File: config.mk
export PLATFORM = sky130hd
export DESIGN_NAME = gcsg_top
export DESIGN_NICKNAME = d
export VERILOG_FILES = /design/src/rtl/gcsg_pkg.sv /design/src/rtl/gcsg_top.sv
export SDC_FILE = /design/constraint.sdc
export NUM_CORES = 1
export LEC_CHECK = 0
export BUFFER_PORTS_ARGS = -buffer_cell sky130_fd_sc_hd__buf_2
export CAP_MARGIN = 20
export CELL_PAD_IN_SITES_DETAIL_PLACEMENT = 1
export CELL_PAD_IN_SITES_GLOBAL_PLACEMENT = 1
export CORE_ASPECT_RATIO = 1.5
export CORE_UTILIZATION = 45
export DETAILED_ROUTE_END_ITERATION = 10
export GPL_TIMING_DRIVEN = 0
export HOLD_SLACK_MARGIN = 0.03
export PLACE_DENSITY_LB_ADDON = 0.08
export RECOVER_POWER = 100
export SKIP_LAST_GASP = 1
export SYNTH_ARGS = -nofsm -noshare
export SYNTH_HDL_FRONTEND = slang
export SYNTH_SLANG_ARGS = --single-unit
File: constraint.sdc
create_clock -name clk -period 4 [get_ports clk]
set_input_delay 0.4 -clock clk [delete_from_list [all_inputs] [get_ports clk]]
set_output_delay 0.4 -clock clk [all_outputs]
set_load 0.02 [all_outputs]
File: src/rtl/gcsg_pkg.sv
// Package with the constants and carrier types of the global clock select and gate block.
package gcsg_pkg;

	// ----------------------------------------------------------------
	// Widths and counts
	// ----------------------------------------------------------------
	localparam int         SEL_W        = 2;
	localparam int         PLL_OUTS     = 5;
	localparam int         ADJ_OUTS     = 4;
	localparam int         PICK_W       = 2;
	localparam int         REF_INPUTS   = 2;

	// ----------------------------------------------------------------
	// Source select encodings and reset values
	// ----------------------------------------------------------------
	localparam logic [1:0] SRC_PIN0     = 2'h0;
	localparam logic [1:0] SRC_PIN1     = 2'h1;
	localparam logic [1:0] SRC_PLL_A    = 2'h2;
	localparam logic [1:0] SRC_PLL_B    = 2'h3;
	localparam logic [1:0] SEL_RESET    = 2'h0;
	localparam logic       ENA_RESET    = 1'b0;

	// ----------------------------------------------------------------
	// Divider for the modelled PLL post-scaler outputs
	// ----------------------------------------------------------------
	localparam int         DIV_W        = 4;
	localparam logic [3:0] DIV_RESET    = 4'h0;

	// ----------------------------------------------------------------
	// Carrier types
	// ----------------------------------------------------------------
	typedef struct packed {
		logic [1:0] src_sel;
		logic       enable;
	} gcsg_ctrl_t;

	typedef struct packed {
		logic [1:0] pick_a;
		logic [1:0] pick_b;
		logic       ref_sel;
		logic       diff_mode;
		logic       ext_used;
		logic       dyn_ref;
	} gcsg_cfg_t;

	typedef struct packed {
		logic       pos_out;
		logic       pos_oe;
		logic       neg_out;
		logic       neg_oe;
	} gcsg_pins_t;

endpackage

File: src/rtl/gcsg_top.sv
// Global clock select, gate and external clock output logic as one module.
//
// How it works
// - Reference mux output feeds PLL input.
// - Core two-bit select picks global source.
// - Static settings frozen during user mode.
// - Two of four adjacent PLL outputs taken.
// - Core enable gates the global network.
// - Each PLL provides five post-scaled outputs.
// - At most two outputs reach global network.
// - Differential pins driven in complement.
// - Pin pair differential or single-ended.
// - Global network clock reaches any I/O.
// - Unused clock pins act as GPIO.
module gcsg_top #(
	parameter int DIV_W = gcsg_pkg::DIV_W
) (
	// Clock and reset
	input  wire logic                      clk,
	input  wire logic                      rst_n,
	// Configuration and user mode
	input  wire logic                      user_mode,
	input  wire gcsg_pkg::gcsg_cfg_t       cfg_in,
	// Core controls
	input  wire gcsg_pkg::gcsg_ctrl_t      ctrl_in,
	input  wire logic                      manual_switch,
	input  wire logic [DIV_W-1:0]          div_ratio,
	// Clock candidates, sampled as levels
	input  wire logic [1:0]                pin_clk,
	input  wire logic [3:0]                adj_pll_out,
	// Reference to PLL and post-scaler view
	output logic                           pll_ref_clk,
	output logic [4:0]                     pll_post_out,
	// Global network and regular I/O tap
	output logic                           global_clock_net,
	output logic                           io_clock_tap,
	// External output pair and GPIO
	input  wire logic                      gpio_pos_out,
	input  wire logic                      gpio_pos_oe,
	input  wire logic                      gpio_neg_out,
	input  wire logic                      gpio_neg_oe,
	output gcsg_pkg::gcsg_pins_t           pins
);

	// ----------------------------------------------------------------
	// State
	// ----------------------------------------------------------------
	typedef struct packed {
		logic [1:0]       rst_sync;
		logic [2:0][1:0]  pin_sync;
		logic [2:0][3:0]  pll_sync;
		logic [1:0]       pin_held;
		logic [3:0]       pll_held;
		gcsg_pkg::gcsg_cfg_t cfg;
		logic [1:0]       sel_live;
		logic             ena_live;
		logic             ref_live;
		logic [DIV_W-1:0] div_cnt;
		logic [4:0]       post;
		logic             ref_clk;
		logic             gnet;
		logic             io_tap;
		gcsg_pkg::gcsg_pins_t pins;
	} gcsg_state_t;

	gcsg_state_t st;
	gcsg_state_t next_st;

	logic [1:0] pin_now;
	logic [3:0] pll_now;
	logic [1:0] cand_a;
	logic       cand;
	logic       low_phase;

	// A lone disagreeing sample keeps the old level, so a slow pin edge cannot flicker through.
	function automatic logic settle(input logic b2, input logic b3, input logic held);
		settle = (b2 == b3) ? b3 : held;
	endfunction

	// ----------------------------------------------------------------
	// Next state
	// ----------------------------------------------------------------
	always_comb begin
		next_st = st;
		next_st.rst_sync = {st.rst_sync[0], 1'b1};
		next_st.pin_sync = {st.pin_sync[1:0], pin_clk};
		next_st.pll_sync = {st.pll_sync[1:0], adj_pll_out};
		// A level counts once the second and third stages agree.
		for (int i = 0; i < 2; i++) begin
			pin_now[i] = settle(st.pin_sync[1][i], st.pin_sync[2][i], st.pin_held[i]);
		end
		for (int j = 0; j < 4; j++) begin
			pll_now[j] = settle(st.pll_sync[1][j], st.pll_sync[2][j], st.pll_held[j]);
		end
		next_st.pin_held = pin_now;
		next_st.pll_held = pll_now;
		if (!user_mode) begin
			next_st.cfg = cfg_in;
		end
		// Dynamic reference switch under manual switchover, else static.
		next_st.ref_live = st.cfg.dyn_ref ? manual_switch : st.cfg.ref_sel;
		next_st.ref_clk = pin_now[st.ref_live];
		// Post-scalers modelled as a divided copy of clk, independent of the reference.
		next_st.div_cnt = st.div_cnt + 1'b1;
		if (st.div_cnt >= div_ratio) begin
			next_st.div_cnt = DIV_W'(gcsg_pkg::DIV_RESET);
			next_st.post = ~st.post;
		end
		cand_a[0] = pll_now[st.cfg.pick_a];
		cand_a[1] = pll_now[st.cfg.pick_b];
		// Controls load only while the network is low, so no pulse is cut.
		low_phase = ~st.gnet;
		if (low_phase && user_mode) begin
			next_st.sel_live = ctrl_in.src_sel;
			next_st.ena_live = ctrl_in.enable;
		end
		unique case (st.sel_live)
			gcsg_pkg::SRC_PIN0:  cand = pin_now[0];
			gcsg_pkg::SRC_PIN1:  cand = pin_now[1];
			gcsg_pkg::SRC_PLL_A: cand = cand_a[0];
			gcsg_pkg::SRC_PLL_B: cand = cand_a[1];
		endcase
		next_st.gnet = cand & st.ena_live & user_mode;
		next_st.io_tap = st.gnet;
		if (st.cfg.ext_used) begin
			next_st.pins.pos_out = st.gnet;
			next_st.pins.pos_oe = 1'b1;
			if (st.cfg.diff_mode) begin
				next_st.pins.neg_out = ~st.gnet;
				next_st.pins.neg_oe = 1'b1;
			end else begin
				next_st.pins.neg_out = gpio_neg_out;
				next_st.pins.neg_oe = gpio_neg_oe;
			end
		end else begin
			next_st.pins = '{gpio_pos_out, gpio_pos_oe, gpio_neg_out, gpio_neg_oe};
		end
	end

	// ----------------------------------------------------------------
	// Registers
	// ----------------------------------------------------------------
	always_ff @(posedge clk or negedge rst_n) begin
		if (!rst_n) begin
			st <= '0;
		end else if (!st.rst_sync[1]) begin
			st <= '0;
			st.rst_sync <= next_st.rst_sync;
		end else begin
			st <= next_st;
		end
	end

	assign pll_ref_clk = st.ref_clk;
	assign pll_post_out = st.post;
	assign global_clock_net = st.gnet;
	assign io_clock_tap = st.io_tap;
	assign pins = st.pins;
endmodule

== Word-level counts from Yosys, hierarchy flattened ==
Cells that the tools add are included.
W data, S select, Z words.
Storage, ports and cells
  bits in read-only memories: 0
  memories: 0
  bits in registers: 54
  bits in latches: 0
  memory bits (writable): 0
  bits of input ports: 29
Operators by class
  add/subtract/negate cells: 1
  bitwise logic cells: 4
  order comparisons: 4
  shift-type cells: 0
  mux-type cells: 20
  div/mod/pow operators: 0
  equality and inequality tests: 12
  $mul: 0
  reductions and logical operators: 2
Operators with widths (number)
  $mux W52: 1
  $mux W1: 11
  $mux W9: 1
  $mux W8: 1
  $eq A1 B1 Y1: 6
  $lt A2 B3 Y1 const B: 2
  $not A5 Y5: 1
  $add A4 B1 Y4 const B: 1
  $bmux W1 S2: 2
  $eq A2 B2 Y1 const B: 2
  $ge A4 B4 Y1: 1
  $mux W4: 1
  $ne A2 B1 Y1 const B: 2
  $pmux W1 S4: 1
  $mux W3: 1
  $and A1 B1 Y1: 2
  $eq A2 B1 Y1 const B: 1
  $logic_not A2 Y1: 1
  $lt A1 B2 Y1 const B: 1
  $mux W2: 1
  $ne A2 B2 Y1 const B: 1
  $logic_and A1 B1 Y1: 1
  $not A1 Y1: 1

== Logic depth before layout (Yosys ltp) ==
  depth after elaboration: 8
  mapped depth: 7
  gate-level depth less buffers: 7

== Worst setup path after synthesis ==
No wires, ideal clock.
  path type: in2reg
  start: input port div_ratio[0]
  end: register st[14] (netlist name)
  arrival time: 1.411 ns
  path buffers: 0
  path slack: 2.517 ns
  stages on the path: 6
  cells stage by stage: ha_1 -> nand2b_4 -> a21oi_4 -> o21ai_4 -> or2_4 -> nor2_1
On the way
  cells in the longest elaborated chain, start to end: 3
RTL lines
  from (decl): line gcsg_top.sv:27  | input wire logic [DIV_W-1:0] div_ratio,
  $ge A4 B4 Y1: line gcsg_top.sv:105  | if (st.div_cnt >= div_ratio) begin
  $mux W9: line gcsg_top.sv:105
  $mux W52: line gcsg_top.sv:146  | end else if (!st.rst_sync[1]) begin
  to (signal assigned): line gcsg_top.sv:150  | st <= next_st;
  to (decl): line gcsg_top.sv:66  | gcsg_state_t st;
Every way passes these cells. The select of a mux whose other input is x is not followed.
A chain may end at the register's enable or synchronous reset.

== Worst setup path after layout ==
  start: register st[12] (netlist name)
  end: register st[14] (netlist name)
On the way
  cells in the longest elaborated chain, start to end: 3
  elaborated cells between the ends (all ways): 4
RTL lines (line)
  $add A4 B1 Y4 / $ge A4 B4 Y1 (equally long branches): gcsg_top.sv:104, gcsg_top.sv:105
  $mux W9 (*): gcsg_top.sv:105
  $mux W52 (*): gcsg_top.sv:146
Every way passes the cells marked *; elsewhere a longest branch is shown, timed or not. The select of a mux whose other input is x is not followed.

==> flow_metrics.tcl <==
set metrics [dict create \
    cap_violations 0 \
    cp_max_fo 6 \
    critPathSlowestCell "o21ai_0" \
    setup_viol 0 \
    clockBufferDepth 2 \
    grtUsageTotal_pct 18.7 \
    switching_power_uw 259 \
    avgSynthCellArea_sq_um 12.0 \
    vias 1473 \
    slew_viol_final 0 \
    ant_nets 0 \
    viasPerCell 4.83 \
    ys_seq_area_share_pct 59.4 \
    num-fill-cells 546 \
    cts_sinks 54 \
    final_util_pct 54.3 \
    drt-pass1-iter-count 4 \
    num_antenna_cells 0 \
    grt_pass1_wl_mm 7.40 \
    die_w_um 60.1 \
    hold_viol 0 \
    rows 31 \
    setup_ws_ps 1780 \
    fmax_mhz 450 \
    critPathTopFamily "compound AO/OA/AOI/OAI gates" \
    clock_latency_ps 300 \
    mappedNetlistArea_sq_um 2280 \
    cts_max_level 2 \
    place.detailed.hpwl_mm 3.25 \
    drcViolationCount 0 \
    swShare_pct 25.0 \
    clkTransAtPathRegs_ps 90 \
    grt_max_degree 55 \
    gp_congestion 0.783 \
    hold-path-endpoint "next_st[49]" \
    ys_ff_latch 54 \
    core_region_area_sq_um 4850 \
    drive_gt1_share_pct 22.6 \
    cts_tree "done" \
    pwr_density_cell_nw_per_um2 394 \
    synth_cell_types 36 \
    cts-root-buf "clkbuf_8" \
    yosysWarnings 0 \
    rr_endpoint "st[14]" \
    dp_slack_ps 2310 \
    cts_buffers 5 \
    regToRegSetupSlack_ps 1780 \
    io_buffers 40 \
    synth_nets 223 \
    yosys.area.top_type_share_pct 59.4 \
    min_path_type "input port to register" \
    p_int_uw 779 \
    synth_top_area_cell "dfrtp_1" \
    clock_skew_ps 8.24 \
    fin_crit_ps 2220 \
    period_share_pct 55.6 \
    rsz0062_at_grt "false" \
    grt_pass1_vias 1627 \
    start_util_pct 46.9 \
    setup.worst_path.start_class "register" \
    pwr-share-seq_pct 57.3 \
    combPwrFrac_pct 13.4 \
    io_pins 41 \
    max_stage_delay_ps 780 \
    postCtsSetupBuffers 0 \
    p_clk_share_pct 29.2 \
    p_leak_nw 1.29 \
    worstRegToRegCells 7 \
    grt.overflow.total 0 \
    dr.first_iter.drc_count 27 \
    status "finished, final reports clean" \
    finalSetupTns_ps 0 \
    syn2layout_area_growth_pct 15.7 \
    min_path_cells 2 \
    worst_setup_path_end_kind "register" \
    slew-limit-headroom_pct 33.1 \
    tightest_slew_ps 993 \
    nets 272 \
    syn-instance-count 189 \
    fp.dieH_um 89.1 \
    die_area_sq_um 5350 \
    rr_startpoint "st[12]" \
    critPathBufInv 1 \
    cts-resized-gates 0 \
    required_ps 4180 \
    synthTopCellsByArea "dfrtp_1 59%, and2_1 6.3%, mux2i_1 6.2%, nor2_1 4.9%, buf_4 3.0%" \
    hold_ws_ps 310 \
    cp_cell_sequence "inv_1 > ha_1 > nand2b_1 > a21oi_4 > o21ai_0 > or2_0 > nor2_1" \
    antenna_found_initial 0 \
    vdd_drop_max_v 0.000230 \
    crit_type "register to register" \
    wl_per_cell_um 14.4 \
    arrival_ps 2410 \
    min-delay-start "pin_clk[1]" \
    drt_wl_total_mm 4.40 \
]
==> worst max-delay path by stage <==
stage / startpoint / end / cells after the start
global placement: div_ratio[0] / st[14] / 7
CTS: st[12] / st[14] / 7
finish: st[12] / st[14] / 7
detailed placement: div_ratio[0] / st[14] / 7
floorplan: div_ratio[0] / st[14] / 6
global route: st[12] / st[14] / 7
==> power by group through the flow <==
stage	registers, mW	logic, mW	clock network (mW)
after floorplan	0.601	0.100	0
after global placement	0.604	0.142	0
after detailed placement	0.607	0.150	0
after CTS	0.596	0.151	0.316
after global routing	0.599	0.158	0.335
final	0.595	0.140	0.303
==> worst register-to-register path: stages, from the launching register on <==
cell,delay [ps]
dfrtp_1,410
inv_1,70
ha_1,260
nand2b_1,140
a21oi_4,60
o21ai_0,780
or2_0,300
nor2_1,80
==> logic make-up (layout without fill, tap and decap cells) <==
group	count (synthesis)	count (layout)	share of synthesized area, %
and+or+nand+nor	66	66	15.1
DFF	54	54	59.4
buffers and inverters	22	72	5.44
muxes	15	15	6.65
AOI/OAI and AO/OA	14	14	5.39
adders and majority gates	10	10	5.17
xor gates and xnor gates	7	7	2.69
other	1	1	0.165
==> layout by cell type (no fill, tap or decap), types with 6 or more instances in the layout <==
cell | netlist | routed
and2_0 | 0 | 14
and2_1 | 23 | 9
buf_2 | 0 | 27
buf_4 | 9 | 9
clkbuf_1 | 4 | 18
clkbuf_8 | 0 | 6
dfrtp_1 | 54 | 54
inv_1 | 8 | 8
mux2i_1 | 14 | 14
nor2_1 | 30 | 30
xnor2_1 | 6 | 6
==> layer usage <==
layer / wire length (um) / GRT usage, % / vias to the layer above
li1: - / - / 698
met1: 1770 / 21.1 / 738
met2: 2440 / 35.1 / 33
met3: 153 / 3.18 / 4
met4: 38 / 5.71 / 0
met5: 0 / 0 / -
==> cell type report <==
cell class	instances	area [sq um]	share of cell area (%)
multi-input cells	113	769	29.2
flip-flops and latches	54	1350	51.3
plain buffers	14	93.8	3.56
well taps	66	82.6	3.14
repair buffers	42	214	8.13
inverters	8	30.0	1.14
clock inverters	1	5.00	0.190
clock buffers	7	86.3	3.28
==> synth_stat cells, drive strengths merged <==
| cell | instances |
|---|---|
| a2111oi | 1 |
| a211oi | 2 |
| a21oi | 5 |
| a31oi | 1 |
| and2 | 23 |
| buf | 10 |
| clkbuf | 4 |
| conb | 1 |
| dfrtp | 54 |
| ha | 5 |
| inv | 8 |
| maj3 | 5 |
| mux2 | 1 |
| mux2i | 14 |
| nand2 | 2 |
| nand2b | 3 |
| nand3 | 2 |
| nand4 | 1 |
| nor2 | 31 |
| nor3 | 2 |
| nor3b | 1 |
| o21a | 1 |
| o21ai | 3 |
| o31ai | 1 |
| or2 | 1 |
| xnor2 | 6 |
| xor2 | 1 |
==> stage by stage <==
stage	instances	total power, mW	cell area [sq um]
2_1_floorplan	189	0.701	2280
3_3_place_gp	295	0.746	2560
3_5_place_dp	295	0.757	2560
4_1_cts	303	1.06	2650
5_1_grt	305	1.09	2630
6_report	305	1.04	2630
==> flip-flops by register name, summed over array words and instances (netlist names) <==
name and flops:
pll_ref_clk 1, global_clock_net 1, pll_post_out 5, next_st 13, pins 4, io_clock_tap 1
st 29
==> timing repair <==
| item | CTS | global route |
|---|---|---|
| hold endpoints to repair | 0 | 12 |
| hold buffers | 0 | 1 |
| endpoints found under the setup margin | 0 | 0 |
Note: power is estimated with default switching activity, not from simulation.
